==> config.mk <==
export PLATFORM = sky130hd
export DESIGN_NAME = step_pulse_preset_counter
export DESIGN_NICKNAME = d
export VERILOG_FILES = /design/src/inc/step_pkg.sv /design/src/verilog/step_rate_gen.sv /design/src/verilog/step_pulse_preset_counter.sv
export SDC_FILE = /design/constraint.sdc
export NUM_CORES = 1
export LEC_CHECK = 0
export CAP_MARGIN = 15
export CORE_MARGIN = 10
export CORE_UTILIZATION = 40
export DETAILED_ROUTE_END_ITERATION = 8
export DONT_BUFFER_PORTS = 1
export GPL_ROUTABILITY_DRIVEN = 0
export SYNTH_ARGS = -nofsm -noshare
export SYNTH_HDL_FRONTEND = slang
export SYNTH_SLANG_ARGS = --single-unit
==> constraint.sdc <==
create_clock -name core_clk -period 6.7 [get_ports core_clk]
set_input_delay 0.335 -clock core_clk [delete_from_list [all_inputs] [get_ports core_clk]]
set_output_delay 0.335 -clock core_clk [all_outputs]
set_load 0.02 [all_outputs]
==> src/inc/step_pkg.sv <==
package step_pkg;
  // widths
  localparam int CNT_W = 24;
  localparam int SPD_W = 13;
  localparam int MUL_W = 10;
  localparam int ACC_W = 10;
  localparam int ENV_W = 3;
  localparam int MODE_W = 4;
  localparam int PW_W = 5;

  // byte port offsets within one axis
  localparam logic [1:0] OFS_CMD = 2'h0;
  localparam logic [1:0] OFS_DATA_LO = 2'h1;
  localparam logic [1:0] OFS_DATA_MID = 2'h2;
  localparam logic [1:0] OFS_DATA_HI = 2'h3;

  // command opcodes, upper nibble of a command byte
  localparam logic [3:0] OP_SELECT = 4'h0;
  localparam logic [3:0] OP_LOAD = 4'h1;
  localparam logic [3:0] OP_START = 4'h2;
  localparam logic [3:0] OP_SLOW_STOP = 4'h3;
  localparam logic [3:0] OP_FAST_STOP = 4'h4;
  localparam logic [3:0] OP_HOLD = 4'h5;
  localparam logic [3:0] OP_CONTINUE = 4'h6;
  localparam logic [3:0] OP_MODE = 4'h7;

  // register indices, low three bits of select and load commands
  localparam logic [2:0] REG_COUNT = 3'h0;
  localparam logic [2:0] REG_START = 3'h1;
  localparam logic [2:0] REG_TOP = 3'h2;
  localparam logic [2:0] REG_ACCEL = 3'h3;
  localparam logic [2:0] REG_MULT = 3'h4;
  localparam logic [2:0] REG_ENV = 3'h7;

  // output mode bits (low nibble of OP_MODE)
  localparam int MODE_HIGH = 0;
  localparam int MODE_PRESET = 1;
  localparam int MODE_INHIBIT = 2;
  localparam int MODE_CCW = 3;

  // environment register bits
  localparam int ENV_PULSE_DIR = 0;
  localparam int ENV_SCURVE = 1;
  localparam int ENV_INT_EN = 2;

  // status byte bits
  localparam int STS_BUSY = 0;
  localparam int STS_HOLD = 1;
  localparam int STS_RAMP_UP = 2;
  localparam int STS_RAMP_DN = 3;
  localparam int STS_INT = 4;
  localparam int STS_ZERO = 5;

  // reset values
  localparam logic [SPD_W-1:0] RST_START = 13'h0001;
  localparam logic [SPD_W-1:0] RST_TOP = 13'h0064;
  localparam logic [ACC_W-1:0] RST_ACCEL = 10'h00A;
  localparam logic [MUL_W-1:0] RST_MULT = 10'h258;
  localparam logic [MODE_W-1:0] RST_MODE = 4'h0;
  localparam logic [ENV_W-1:0] RST_ENV = 3'h0;

  // rate generation: ref clock and divisor 8192
  localparam logic [26:0] CLK_HZ = 27'h5F5E100;
  localparam logic [26:0] REF_HZ = 27'h4B0000;
  localparam int RATE_SHIFT = 13;

  // step pulse width, least time rounded up
  localparam int CLK_PERIOD_NS = 10;
  localparam int PULSE_NS = 200;
  localparam logic [PW_W-1:0] PULSE_CYC = PW_W'((PULSE_NS + CLK_PERIOD_NS - 1) / CLK_PERIOD_NS);

  typedef enum logic [3:0] {
    MS_IDLE = 4'b0001,
    MS_RUN = 4'b0010,
    MS_DECEL = 4'b0100,
    MS_PAUSE = 4'b1000
  } motion_state_type;
endpackage

==> src/verilog/step_rate_gen.sv <==
`timescale 1ns/1ps
module step_rate_gen (
  // clock and reset
  input wire logic core_clk,
  input wire logic rst_n,
  // rate request
  input wire logic run,
  input wire logic [step_pkg::SPD_W-1:0] speed,
  input wire logic [step_pkg::MUL_W-1:0] mult,
  // strobes
  output logic ref_tick,
  output logic step
);
  import step_pkg::*;

  logic [26:0] ref_acc_ff;
  logic [27:0] nxt_ref_sum;
  logic [23:0] phase_ff;
  logic [23:0] nxt_phase_sum;
  logic [23:0] limit;
  logic ref_tick_ff;
  logic step_ff;

  // fractional divider keeps the mean reference rate exact
  assign nxt_ref_sum = {1'b0, ref_acc_ff} + {1'b0, REF_HZ};
  assign limit = 24'(mult) << RATE_SHIFT;
  assign nxt_phase_sum = phase_ff + {11'h000, speed};

  always_ff @(posedge core_clk) begin
    if (!rst_n) begin
      ref_acc_ff <= 27'h0000000;
      ref_tick_ff <= 1'b0;
    end else if (nxt_ref_sum >= {1'b0, CLK_HZ}) begin
      ref_acc_ff <= 27'(nxt_ref_sum - {1'b0, CLK_HZ});
      ref_tick_ff <= 1'b1;
    end else begin
      ref_acc_ff <= nxt_ref_sum[26:0];
      ref_tick_ff <= 1'b0;
    end
  end

  // step rate = speed * ref / (8192 * mult)
  always_ff @(posedge core_clk) begin
    if (!rst_n || !run) begin
      phase_ff <= 24'h000000;
      step_ff <= 1'b0;
    end else if (ref_tick_ff && nxt_phase_sum >= limit) begin
      phase_ff <= nxt_phase_sum - limit;
      step_ff <= 1'b1;
    end else if (ref_tick_ff) begin
      phase_ff <= nxt_phase_sum;
      step_ff <= 1'b0;
    end else begin
      step_ff <= 1'b0;
    end
  end

  assign ref_tick = ref_tick_ff;
  assign step = step_ff;
endmodule

==> src/verilog/step_pulse_preset_counter.sv <==
`timescale 1ns/1ps
module step_pulse_preset_counter (
  // clock and reset
  input wire logic core_clk,
  input wire logic rst_n,
  // axis byte port
  input wire logic [1:0] bus_addr,
  input wire logic bus_wr,
  input wire logic [7:0] bus_wdata,
  output logic [7:0] bus_rdata,
  // external stop pin
  input wire logic ext_stop_n,
  // motor driver
  output logic out_a,
  output logic out_b,
  output logic int_req,
  output logic busy
);
  import step_pkg::*;

  function automatic logic is_op(input logic [7:0] b, input logic [3:0] op);
    return b[7:4] == op;
  endfunction

  motion_state_type state_ff;
  motion_state_type nxt_state;

  logic stop_s1_ff;
  logic stop_s2_ff;
  logic [CNT_W-1:0] data_ff;
  logic [CNT_W-1:0] count_ff;
  logic [CNT_W-1:0] rbuf_ff;
  logic [SPD_W-1:0] start_ff;
  logic [SPD_W-1:0] top_ff;
  logic [ACC_W-1:0] accel_ff;
  logic [MUL_W-1:0] mult_ff;
  logic [ENV_W-1:0] env_ff;
  logic [MODE_W-1:0] mode_ff;
  logic [SPD_W-1:0] cur_ff;
  logic [ACC_W:0] ramp_cnt_ff;
  logic [PW_W-1:0] pw_cnt_ff;
  logic int_ff;
  logic out_a_ff;
  logic out_b_ff;
  logic [7:0] rdata_ff;

  logic cmd_wr;
  logic moving;
  logic ext_stop;
  logic gen_tick;
  logic gen_step;
  logic step_w;
  logic start_cmd;
  logic zero_start;
  logic fast_stop;
  logic slow_stop;
  logic preset_done;
  logic ramp_tick;
  logic near_end;
  logic [SPD_W-1:0] span;
  logic [ACC_W:0] ramp_period;
  logic [SPD_W-1:0] target;
  logic [7:0] status;

  assign cmd_wr = bus_wr && bus_addr == OFS_CMD;
  assign moving = state_ff == MS_RUN || state_ff == MS_DECEL;
  assign ext_stop = !stop_s2_ff;
  // late steps from the generator are dropped once the run ends
  assign step_w = gen_step && moving;

  assign start_cmd = cmd_wr && is_op(bus_wdata, OP_START) && state_ff == MS_IDLE;
  assign zero_start = start_cmd && mode_ff[MODE_PRESET] && count_ff == 24'h000000;
  assign fast_stop = (cmd_wr && is_op(bus_wdata, OP_FAST_STOP)) || ext_stop;
  assign slow_stop = cmd_wr && is_op(bus_wdata, OP_SLOW_STOP);
  // last counted pulse of a positioning run
  assign preset_done = step_w && mode_ff[MODE_PRESET] && !mode_ff[MODE_INHIBIT]
                       && count_ff == 24'h000001;

  // external stop pin synchroniser
  always_ff @(posedge core_clk) begin
    if (!rst_n) begin
      stop_s1_ff <= 1'b1;
      stop_s2_ff <= 1'b1;
    end else begin
      stop_s1_ff <= ext_stop_n;
      stop_s2_ff <= stop_s1_ff;
    end
  end

  // data byte staging
  always_ff @(posedge core_clk) begin
    if (!rst_n) begin
      data_ff <= 24'h000000;
    end else if (bus_wr) begin
      case (bus_addr)
        OFS_DATA_LO: data_ff[7:0] <= bus_wdata;
        OFS_DATA_MID: data_ff[15:8] <= bus_wdata;
        OFS_DATA_HI: data_ff[23:16] <= bus_wdata;
        default: data_ff <= data_ff;
      endcase
    end
  end

  // setting registers
  always_ff @(posedge core_clk) begin
    if (!rst_n) begin
      start_ff <= RST_START;
      top_ff <= RST_TOP;
      accel_ff <= RST_ACCEL;
      mult_ff <= RST_MULT;
      env_ff <= RST_ENV;
    end else if (cmd_wr && is_op(bus_wdata, OP_LOAD)) begin
      case (bus_wdata[2:0])
        REG_START: start_ff <= data_ff[SPD_W-1:0];
        REG_TOP: top_ff <= data_ff[SPD_W-1:0];
        REG_ACCEL: accel_ff <= data_ff[ACC_W-1:0];
        REG_MULT: mult_ff <= data_ff[MUL_W-1:0];
        REG_ENV: env_ff <= data_ff[ENV_W-1:0];
        default: env_ff <= env_ff;
      endcase
    end
  end

  always_ff @(posedge core_clk) begin
    if (!rst_n) begin
      mode_ff <= RST_MODE;
    end else if (cmd_wr && is_op(bus_wdata, OP_MODE) && state_ff == MS_IDLE) begin
      mode_ff <= bus_wdata[MODE_W-1:0];
    end
  end

  // remaining-pulse counter; loads only while idle so a run never sees a jump
  always_ff @(posedge core_clk) begin
    if (!rst_n) begin
      count_ff <= 24'h000000;
    end else if (cmd_wr && is_op(bus_wdata, OP_LOAD) && bus_wdata[2:0] == REG_COUNT
                 && state_ff == MS_IDLE) begin
      count_ff <= data_ff;
    end else if (step_w && !mode_ff[MODE_INHIBIT]) begin
      count_ff <= count_ff - 24'h000001;
    end
  end

  // read snapshot taken at select time
  always_ff @(posedge core_clk) begin
    if (!rst_n) begin
      rbuf_ff <= 24'h000000;
    end else if (cmd_wr && is_op(bus_wdata, OP_SELECT) && bus_wdata[2:0] == REG_COUNT) begin
      rbuf_ff <= count_ff;
    end
  end

  // motion sequencer
  always_comb begin
    nxt_state = state_ff;
    case (state_ff)
      MS_IDLE: begin
        if (start_cmd && !zero_start && !ext_stop) begin
          nxt_state = MS_RUN;
        end
      end
      MS_RUN: begin
        if (fast_stop || preset_done) begin
          nxt_state = MS_IDLE;
        end else if (slow_stop) begin
          nxt_state = mode_ff[MODE_HIGH] ? MS_DECEL : MS_IDLE;
        end else if (cmd_wr && is_op(bus_wdata, OP_HOLD)) begin
          nxt_state = MS_PAUSE;
        end
      end
      MS_DECEL: begin
        if (fast_stop || preset_done || cur_ff <= start_ff) begin
          nxt_state = MS_IDLE;
        end
      end
      MS_PAUSE: begin
        if (fast_stop || slow_stop) begin
          nxt_state = MS_IDLE;
        end else if (cmd_wr && is_op(bus_wdata, OP_CONTINUE)) begin
          nxt_state = MS_RUN;
        end
      end
      default: nxt_state = MS_IDLE;
    endcase
  end

  always_ff @(posedge core_clk) begin
    if (!rst_n) begin
      state_ff <= MS_IDLE;
    end else begin
      state_ff <= nxt_state;
    end
  end

  // ramp pacing; S-curve slows the rate of change near both ends
  assign span = top_ff - start_ff;
  assign near_end = (cur_ff - start_ff) < (span >> 3) || (top_ff - cur_ff) < (span >> 3);
  assign ramp_period = (env_ff[ENV_SCURVE] && near_end) ? {accel_ff, 1'b0}
                                                         : {1'b0, accel_ff};
  assign ramp_tick = gen_tick && ramp_cnt_ff + 11'h001 >= ramp_period;
  assign target = mode_ff[MODE_HIGH] ? top_ff : start_ff;

  always_ff @(posedge core_clk) begin
    if (!rst_n || !moving || ramp_tick) begin
      ramp_cnt_ff <= 11'h000;
    end else if (gen_tick) begin
      ramp_cnt_ff <= ramp_cnt_ff + 11'h001;
    end
  end

  // current speed
  always_ff @(posedge core_clk) begin
    if (!rst_n) begin
      cur_ff <= RST_START;
    end else if (!moving) begin
      cur_ff <= start_ff;
    end else if (state_ff == MS_DECEL) begin
      if (ramp_tick && cur_ff > start_ff) begin
        cur_ff <= cur_ff - 13'h0001;
      end
    end else if (!mode_ff[MODE_HIGH]) begin
      cur_ff <= start_ff;
    end else if (ramp_tick && cur_ff < target) begin
      cur_ff <= cur_ff + 13'h0001;
    end else if (ramp_tick && cur_ff > target) begin
      cur_ff <= cur_ff - 13'h0001;
    end
  end

  step_rate_gen u_rate (
    .core_clk(core_clk),
    .rst_n(rst_n),
    .run(moving),
    .speed(cur_ff),
    .mult(mult_ff),
    .ref_tick(gen_tick),
    .step(gen_step)
  );

  // step pulse shaping
  always_ff @(posedge core_clk) begin
    if (!rst_n) begin
      pw_cnt_ff <= 5'h00;
    end else if (step_w) begin
      pw_cnt_ff <= PULSE_CYC;
    end else if (pw_cnt_ff != 5'h00) begin
      pw_cnt_ff <= pw_cnt_ff - 5'h01;
    end
  end

  always_ff @(posedge core_clk) begin
    if (!rst_n) begin
      out_a_ff <= 1'b0;
      out_b_ff <= 1'b0;
    end else if (env_ff[ENV_PULSE_DIR]) begin
      out_a_ff <= pw_cnt_ff != 5'h00;
      out_b_ff <= mode_ff[MODE_CCW];
    end else begin
      out_a_ff <= pw_cnt_ff != 5'h00 && !mode_ff[MODE_CCW];
      out_b_ff <= pw_cnt_ff != 5'h00 && mode_ff[MODE_CCW];
    end
  end

  // interrupt: set wins over the clear by the next command
  always_ff @(posedge core_clk) begin
    if (!rst_n) begin
      int_ff <= 1'b0;
    end else begin
      int_ff <= (zero_start && env_ff[ENV_INT_EN]) || (int_ff && !cmd_wr);
    end
  end

  // status and read data
  always_comb begin
    status = 8'h00;
    status[STS_BUSY] = moving;
    status[STS_HOLD] = state_ff == MS_PAUSE;
    status[STS_RAMP_UP] = state_ff == MS_RUN && cur_ff < target;
    status[STS_RAMP_DN] = state_ff == MS_DECEL || (state_ff == MS_RUN && cur_ff > target);
    status[STS_INT] = int_ff;
    status[STS_ZERO] = count_ff == 24'h000000;
  end

  always_ff @(posedge core_clk) begin
    if (!rst_n) begin
      rdata_ff <= 8'h00;
    end else begin
      case (bus_addr)
        OFS_CMD: rdata_ff <= status;
        OFS_DATA_LO: rdata_ff <= rbuf_ff[7:0];
        OFS_DATA_MID: rdata_ff <= rbuf_ff[15:8];
        OFS_DATA_HI: rdata_ff <= rbuf_ff[23:16];
        default: rdata_ff <= 8'h00;
      endcase
    end
  end

  assign bus_rdata = rdata_ff;
  assign out_a = out_a_ff;
  assign out_b = out_b_ff;
  assign int_req = int_ff;
  assign busy = moving;
endmodule

# Word level (Yosys, flattened, before mapping)
# Index checks and enable logic that the tools add are counted.
[classes]
addsub = 12
n_lt_le_gt_ge = 9
eq_ne = 26
n_mux = 29
bitwise = 1
reduce_logical = 71
[ops]
columns = ["operator", "n"]
rows = [
  ["24-bit two-way mux", 4],
  ["13-bit two-way mux", 7],
  ["13-bit subtractor", 3],
  ["1-bit logical AND", 35],
  ["8-bit one-hot mux with 4 select lines", 1],
  ["27-bit by 23-bit adder with 28-bit output, second input constant", 1],
  ["28-bit by 27-bit greater-or-equal comparator with 1-bit output, second input constant", 1],
  ["4-bit two-way mux", 7],
  ["27-bit two-way mux", 1],
  ["27-bit subtractor, second input constant", 1],
  ["13-bit > comparator", 2],
  ["13-bit by 10-bit less-than comparator with 1-bit output", 2],
  ["24-bit by 13-bit adder with 24-bit output", 1],
  ["24-bit by 1-bit equality test with 1-bit output, second input constant", 1],
  ["24-bit by 23-bit greater-or-equal comparator with 1-bit output", 1],
  ["24-bit zero test", 1],
  ["24-bit by 1-bit subtractor with 24-bit output, second input constant", 1],
  ["24-bit by 23-bit subtractor with 24-bit output", 1],
  ["4-bit by 3-bit equality test with 1-bit output, second input constant", 5],
  ["2-bit AND reduction", 9],
  ["4-bit one-hot mux with 4 select lines", 1],
  ["13-bit by 1-bit adder with 13-bit output, second input constant", 1],
  ["13-bit <= comparator", 1],
  ["13-bit less-than comparator", 1],
  ["32 further kinds", 59],
]
[word_totals]
ff_bits = 224
input_bits = 14
out_inout_bits = 12
wordCells = 174

# Longest topological paths before layout
# Gate-level depths: netlist of the first run.
[logic_depth]
word_depth = 13
depth_mapped = 31
mapped_depth_nobuf = 29

# Hierarchy
# Synthesis of the first run repeated with hierarchy kept, for this count alone.
[hier_totals]
cells_unflattened = 1816
hier_area_um2 = 14740.4
[by_module_without_submodules]
columns = ["module", "instances", "cells_each", "area_each_um2", "seq_area_each_um2"]
rows = [
  ["step_pulse_preset_counter", 1, 1335, 10816.6, 3423.3],
  ["step_rate_gen", 1, 481, 3923.8, 900.9],
]

# Least setup slack after synthesis of the first run
# OpenSTA, ideal clock, no wires.
[synth_path]
path_kind = "reg2reg"
startpoint = "register start_ff[2]"
endpoint = "register cur_ff[4]"
setup_time_ns = 0.119
arrival_ns = 5.760
required_time_ns = 6.581
slack_ns = 0.821
stages_incl_launch_ff = 29
n_path_buf = 2
synth_period_minus_slack_ns = 5.879
cell_sequence = "dfxtp_1 > inv_1 > ha_1 > a21oi_1 > o21ai_1 > a221oi_2 > o21ai_0 > a21oi_1 > nor2b_1 > nor2_1 > xnor2_1 > ha_1 > nand2_1 > nand4b_1 > a41oi_1 > o311ai_1 > o32ai_1 > buf_2 > mux2i_1 > ha_1 > a2111o_1 > a31oi_1 > o22a_1 > nor2_1 > o21ai_1 > o21a_1 > buf_2 > a31oi_1 > o221a_2"
[synth_between]
elab_chain_cells = 12
word_cells_on_any_way = 23
cone_classes = "2 x add/sub; 6 x order compare; 2 x eq/ne; 6 x mux; 7 x reduce/logical"
[synth_rtl]
columns = ["item", "line", "text"]
rows = [
  ["from (decl)", "step_pulse_preset_counter.sv:33", "logic [SPD_W-1:0] start_ff;"],
  ["from (signal assigned)", "step_pulse_preset_counter.sv:114", "REG_START: start_ff <= data_ff[SPD_W-1:0];"],
  ["13-bit subtractor, on equally long branches", "step_pulse_preset_counter.sv:197, step_pulse_preset_counter.sv:196", ""],
  ["13-bit by 10-bit less-than comparator with 1-bit output", "step_pulse_preset_counter.sv:197", "assign near_end = (cur_ff - start_ff) < (span >> 3) || (top_ff - cur_ff) < (span >> 3);"],
  ["1-bit logical OR", "step_pulse_preset_counter.sv:197", ""],
  ["1-bit logical AND", "step_pulse_preset_counter.sv:198", "assign ramp_period = (env_ff[ENV_SCURVE] && near_end) ? {accel_ff, 1'b0}"],
  ["11-bit two-way mux", "step_pulse_preset_counter.sv:198", ""],
  ["11-bit greater-or-equal comparator", "step_pulse_preset_counter.sv:200", "assign ramp_tick = gen_tick && ramp_cnt_ff + 11'h001 >= ramp_period;"],
  ["1-bit logical AND", "step_pulse_preset_counter.sv:200", ""],
  ["1-bit logical AND", "step_pulse_preset_counter.sv:223", "end else if (ramp_tick && cur_ff < target) begin"],
  ["13-bit two-way mux", "step_pulse_preset_counter.sv:223", ""],
  ["13-bit two-way mux", "step_pulse_preset_counter.sv:221", "end else if (!mode_ff[MODE_HIGH]) begin"],
  ["13-bit two-way mux", "step_pulse_preset_counter.sv:217", "end else if (state_ff == MS_DECEL) begin"],
  ["13-bit two-way mux", "step_pulse_preset_counter.sv:215", "end else if (!moving) begin"],
  ["to (signal assigned)", "step_pulse_preset_counter.sv:216", "cur_ff <= start_ff;"],
  ["to (signal assigned)", "step_pulse_preset_counter.sv:222", "cur_ff <= start_ff;"],
  ["to (signal assigned)", "step_pulse_preset_counter.sv:224", "cur_ff <= cur_ff + 13'h0001;"],
  ["to (decl)", "step_pulse_preset_counter.sv:39", "logic [SPD_W-1:0] cur_ff;"],
]
# Several ways; a longest one is shown, not always the timed one.
# A chain may end at the register's enable or synchronous reset.

# Worst setup path in the final report of the first run
[layout_path]
startpoint = "register start_ff[2]"
endpoint = "register cur_ff[3]"
# Same word-level chain as after synthesis.

==> run metrics, run 1 <==
post-layout util=44.7%; critical path type=flop to flop; switch share=28.9%; Synth Cell Area=13900 sq um; CTS clk-pin slew, worst paths=0.06 ns; Final Skew=0.0214 ns; biggest cell delay along the critical path=0.40 ns; Hold Vio Cnt, Final=0; commonest non-fill, non-tap cell in the layout=dfxtp_1; Leakage=0.00575 uW; residual DRC count=0; row cnt=68; TNS Setup=0 ns; Synth Area per Inst=8.08 sq um; initial antenna violation count=1; Required @ worst endpoint=7.08 ns; Final Critical Period=6.24 ns; Syn Inst Count=1720; ANT cells=0; Syn. warnings=0; Avg WL per Cell=18.4 microns; internal power=2410 uW; startpoint types=flop; most frequent cells in the layout=dfxtp_1, nand2_1, nor2_1; distinct cell type count after synthesis=94; clk root buf=clkbuf_16; EDFF count, synth=0; switching power=976 uW; core region area=34500 sq um; Clk pwr share=42.6%; max-slew violations=0; Post CTS Setup Buffer Count=0; Worst-Skew Late Latency=0.54 ns; crit path from=start_ff[2]; WL final=40.1 mm; Seq/Total Area, Yosys=31.1%; crit path max fanout=16; die width=206 microns; setup violators final=0; ys flop type=dfxtp_1; Flop pwr share=41.1%; Die Ht=206 microns; TritonCTS clock tree=done; first-pass GRT wire length=64.3 mm; Peak VDD IR=178 uV; clk buf depth=3; layout cells sized above 1=5.98%; IO Port Bufs=0; Max-Cap Viols=0; DRT iter0 DRCs=983; worst relative slew slack=29.6%; crit path capture type=flop; min-delay src=bus_wdata[5]; #FFs+latches synth=216; Critical Path AT=6.62 ns; fmax=160 MHz; H-tree depth=1; total grt overflow=0; CTS Buf Count=26; vias in the first global route=12000; fill cell count=3412; hold crit path type=input port to flop; Comb power frac=16.3%; Vias=12500; Clock Sinks=216; status=finished, final reports clean; final net count=1829; drt first pass iters=6; largest net degree at the start of global routing=81; Routed Antenna Nets=0; Initial Util=40.3%; CP max stage cell=a221oi_4; r2r startpoint=start_ff[2]; async set or reset register ratio after synthesis=0%; Layout area overhead=10.7%; via/cell ratio=5.73; Slew @ Worst Pin=1.04 ns; total track usage=18.5%; DPL Wire Length=28.2 mm; Die ar.=42600 sq um; syn nets=1846; final period utilization=93.1%; top-level I/O count=26; setup repair after global routing missed its margin=no; P per Cell Area=220 nW/um^2
## routing by layer
metal  share of wire [%]  up-vias  track usage [%]
met3                 5.9       84             3.24
li1                    -     6133                -
met4                 3.5        2             6.78
met2                  45      337             30.1
met5               0.022        -                0
met1                  45     5932             24.1
## power by group through the flow
stage               Clock [uW]  Combinational, uW  Sequential [uW]
finish                    1440                552             1390
global route              1530                618             1390
CTS                       1470                539             1390
detailed placement           0                517             1420
global placement             0                511             1420
floorplan                    0                419             1390
## cells by family (layout without fill, tap and decap cells)
kind of cell               count (synthesis)  after routing  share of synthesized area [%]
adders and majority gates                113            113                           10.4
AOI/OAI and AO/OA                        413            413                           19.2
and+or+nand+nor                          645            645                           22.1
DFF                                      216            216                           31.1
buffers and inverters                    141            144                           3.91
xor gates and xnor gates                 109            109                           6.92
muxes                                     83             83                           6.38
## worst paths after layout
kind,endpoint,slack [ns],cells after the start
worst min register to register,rbuf_ff[4],0.45,2
worst max-delay path,cur_ff[3],0.46,29
worst min-delay path,state_ff[2],0.05,2
worst max register to register,cur_ff[3],0.46,29
## synth_stat cells, types with 6 or more instances
| cell type | count | area [sq um] |
|---|---|---|
| or2_2 | 6 | 37.5 |
| nor4b_1 | 6 | 52.6 |
| xnor2_1 | 61 | 534 |
| a21oi_1 | 169 | 846 |
| and3_1 | 19 | 119 |
| clkbuf_1 | 66 | 248 |
| o21ai_1 | 9 | 45.0 |
| nor2b_1 | 25 | 156 |
| nand4_1 | 23 | 144 |
| xor2_1 | 47 | 412 |
| or3_1 | 19 | 119 |
| ha_1 | 108 | 1350 |
| a21o_1 | 23 | 173 |
| nand2_1 | 211 | 792 |
| inv_1 | 63 | 236 |
| o21ai_0 | 60 | 300 |
| nor2_1 | 170 | 638 |
| o211ai_1 | 16 | 120 |
| or4_1 | 7 | 52.6 |
| nor4_1 | 16 | 100 |
| nand2b_1 | 15 | 93.8 |
| o31a_1 | 6 | 52.6 |
| a221oi_1 | 6 | 52.6 |
| and2_1 | 13 | 81.3 |
| nor3_1 | 25 | 125 |
| mux2i_1 | 74 | 741 |
| dfxtp_1 | 216 | 4320 |
| o21a_1 | 16 | 120 |
| nand3_1 | 64 | 320 |
| a31oi_1 | 8 | 50.1 |
| a211oi_1 | 22 | 165 |
## registers in the layout (all words and copies together), names as in the netlist, 13 cells and up
name	count
count_ff	24
data_ff	24
rbuf_ff	24
u_rate.phase_ff	24
u_rate.ref_acc_ff	19
cur_ff	13
start_ff	13
top_ff	13
## what timing repair did
item	CTS	global route
hold endpoints to repair	63	0
hold buffers	17	0
setup endpoints to repair	0	13
resized for setup	0	4
## critical path: cells and delay by family (launching register included)
family,cells,cell delay [ns]
AND/OR/NAND/NOR,5,0.44
XOR/XNOR,1,0.19
flip-flops,1,0.38
multiplexers,1,0.21
AO/OA/AOI/OAI,16,3.41
buffers and inverters,3,0.58
adder cells (fa/ha/maj),3,0.88
## through the flow
stage	area [sq um]	hold WS (ns)	std cells	setup WS, ns	power (uW)
floorplan	13900	0.386	1720	0.821	1810
global placement	14300	0.419	2112	0.564	1930
detailed placement	14300	0.421	2112	0.265	1930
CTS	15400	0.0431	2177	0.239	3400
global route	15400	0.0719	2178	0.0608	3540
finish	15400	0.0546	2178	0.459	3380
## final cells by class
| type | count | area (sq um) | share of cell area [%] |
|---|---|---|---|
| Timing Repair Buffer | 31 | 285 | 1.85 |
| Clock buffer | 31 | 689 | 4.48 |
| Tap cell | 455 | 569 | 3.70 |
| Sequential cell | 216 | 4330 | 28.1 |
| Clock inverter | 17 | 186 | 1.21 |
| Multi-Input combinational cell | 1363 | 9090 | 59.1 |
| Inverter | 65 | 246 | 1.60 |
Power figures use the tool's default switching activity.
==> run 2, diff against run 1 <==
--- a/config.mk
+++ b/config.mk
@@ -5,6 +5,7 @@
 export SDC_FILE = /design/constraint.sdc
 export NUM_CORES = 1
 export LEC_CHECK = 0
+export ABC_AREA = 1
 export CAP_MARGIN = 15
 export CORE_MARGIN = 10
 export CORE_UTILIZATION = 40
==> run 2 against run 1 <==
Core utilization decreased by 0.15 points; first-iteration DRC count increased by 15%; routed wire length increased by 14%; clock skew decreased by 0.011 ns; maximum frequency increased by 3.5%; worst hold slack got worse by 0.020 ns; synthesized cell count increased by 36%; highest routed layer is now met4; design area increased by 8.9%.
==> run metrics, run 2 <==
ys flop type=dfxtp_1; top-count cell post-synth=nand2_1; Max-Cap Viols=0 (unchanged); CTS clk-pin slew, worst paths=0.06 ns (about the same); commonest non-fill, non-tap cell in the layout=nand2_1; Leakage=0.00803 uW (+40%); Final Critical Period=6.03 ns (-0.214 ns); distinct cell type count after synthesis=55 (-41%); ANT cells=0 (unchanged); Clk pwr share=46.7% (+4.1 points); final period utilization=90.0% (-3.2 points); hold crit path type=input port to flop; CTS Buf Count=27 (+3.8%); Flop pwr share=41.6% (+0.5 points); r2r startpoint=cur_ff[0]; Resized cells post-CTS=0 (unchanged); worst relative slew slack=27.2% (-2.5 points); hold path depth=2 (unchanged); via/cell ratio=5.24 (-8.5%); setup violators final=0 (unchanged); total grt overflow=0 (unchanged); top-level I/O count=26 (unchanged); TNS Setup=0 ns (unchanged); Required @ worst endpoint=7.15 ns (+0.07 ns); Final Skew=0.0101 ns (-0.0114 ns); Syn. warnings=0 (unchanged); Reg2Reg Setup Slack=0.67 ns (+0.21 ns); vias in the first global route=13900 (+17%); CP max stage cell=fa_1; Overall Power=3280 uW (-3.1%); DPL Wire Length=34.1 mm (+21%); drt first pass iters=6 (unchanged); syn nets=2469 (+34%); initial antenna violation count=0 (-1); residual DRC count=0 (unchanged); clk root buf=clkbuf_16; crit path max fanout=15 (-1); internal power=2380 uW (-1.3%); DRT iter0 DRCs=1127 (+15%); H-tree depth=1 (unchanged); die width=216 microns (+4.4%); EDFF count, synth=0 (unchanged); Vias=15000 (+20%); min-delay src=bus_wr; Comb power frac=11.7% (-4.6 points); Worst-Skew Late Latency=0.56 ns (+0.02 ns); Die Ht=216 microns (+4.4%); first-pass GRT wire length=73.7 mm (+15%); WL final=45.7 mm (+14%); async set or reset register ratio after synthesis=0% (unchanged); Synth Area per Inst=6.53 sq um (-19%); setup repair after global routing missed its margin=no; Critical Path AT=6.48 ns (-0.14 ns); Slew @ Worst Pin=1.09 ns (+0.0501 ns); critical path type=flop to flop; Post-synth top cells=nand2_1, inv_1, nor2_1, a21oi_1, dfxtp_1; P per Cell Area=195 nW/um^2 (-11%); layout cells sized above 1=5.16% (-0.82 points); dominant cell type by area after synthesis=dfxtp_1; most frequent cells in the layout=nand2_1, inv_1, nor2_1; clk buf depth=3 (unchanged); Synth Cell Area=15300 sq um (+10%); core region area=37700 sq um (+9.3%); startpoint types=flop; Peak VDD IR=203 uV (+14%); Die ar.=46400 sq um (+9.0%); fill cell count=3943 (+16%); Post CTS Setup Buffer Count=0 (unchanged); Hold Vio Cnt, Final=0 (unchanged); hold endpoint=data_ff[19]; largest net degree at the start of global routing=122 (+51%); status=finished, final reports clean; switching power=902 uW (-7.6%); Layout area overhead=9.69%; Seq/Total Area, Yosys=28.3% (-2.8 points); hold buffers post-CTS=14 (-3); worst-case reg-to-reg path depth=30 (+3.4%); biggest cell delay along the critical path=0.46 ns (+0.06 ns); final net count=2452 (+34%); max-slew violations=0 (unchanged); Clock Sinks=216 (unchanged); Routed Antenna Nets=0 (unchanged); Yosys top cell area share=28.3% (-2.8 points); crit path capture type=flop; fmax=166 MHz (+3.5%); Initial Util=40.6% (+0.24 points); IO Port Bufs=0 (unchanged); Avg WL per Cell=16.0 microns (-13%); switch share=27.5% (-1.3 points); top post-synthesis cells by area=dfxtp_1, nand2_1, ha_1; Syn Inst Count=2343 (+36%); #FFs+latches synth=216 (unchanged); TritonCTS clock tree=done; Reg-to-Reg End=cur_ff[4]; total track usage=19.1% (+0.57 points); row cnt=71 (+4.4%)
-- run 2: worst max-delay path by stage --
stage	from	end
floorplan	cur_ff[0]	cur_ff[2]
global placement	cur_ff[0]	cur_ff[9]
detailed placement	cur_ff[0]	cur_ff[5]
CTS	cur_ff[0]	cur_ff[4]
global route	cur_ff[0]	cur_ff[4]
finish	cur_ff[0]	cur_ff[4]
-- run 2: per-layer routing --
metal | GRT usage [%] | vias to the layer above | part of all wire [%]
li1 | - | 7632 | -
met1 | 25.1 | 6906 | 46
met2 | 31.0 | 366 | 45
met3 | 3.29 | 83 | 5.7
met4 | 6.45 | 0 | 2.9
met5 | 0 | - | 0
-- run 2: cell families (layout without fill, tap and decap cells) --
family | after synthesis | count (layout) | synth area share [%]
fa+ha+maj | 112 | 112 | 9.36
mux | 1 | 1 | 0.0655
xor+xnor | 88 | 88 | 5.04
buf+inv | 427 | 431 | 10.9
compound gates | 464 | 464 | 16.9
flops | 216 | 216 | 28.3
simple gates | 1035 | 1035 | 29.4
-- run 2: power by group through the flow --
| stage | clock network (uW) | logic, uW | registers, uW |
|---|---|---|---|
| final | 1530 | 383 | 1360 |
| after floorplan | 0 | 290 | 1380 |
| after detailed placement | 0 | 353 | 1390 |
| after global routing | 1610 | 432 | 1370 |
| after global placement | 0 | 348 | 1390 |
| after CTS | 1560 | 378 | 1360 |
-- run 2: cell type report --
class                   instances  area, sq um  share of cell area [%]
multi-input cells            1700         9300                    55.5
flip-flops and latches        216         4330                    25.8
inverters                     358         1340                    8.01
clock buffers                  37          773                    4.61
well taps                     511          639                    3.81
repair buffers                 23          225                    1.34
clock inverters                13          164                   0.977
-- run 2: critical path: cells and delay by family (launching register included) --
kind,cells,cell delay (ns)
AOI/OAI and AO/OA,4,0.72
adders and majority gates,4,1.29
buffers and inverters,5,0.87
xor gates and xnor gates,1,0.22
and+or+nand+nor,16,2.38
DFF,1,0.43
-- run 2: per-stage QoR --
step | worst slack [ns] | instance area (sq um) | util, % | std cells | hold slack, ns
6_report | 0.673 | 16800 | 44.5 | 2858 | 0.0346
5_1_grt | 0.0782 | 16800 | 44.5 | 2858 | 0.0230
4_1_cts | 0.753 | 16800 | 44.5 | 2858 | 0.00192
3_5_place_dp | 0.797 | 15700 | 41.6 | 2794 | 0.414
3_3_place_gp | 0.875 | 15700 | 41.6 | 2794 | 0.412
2_1_floorplan | 2.56 | 15300 | - | 2343 | 0.393
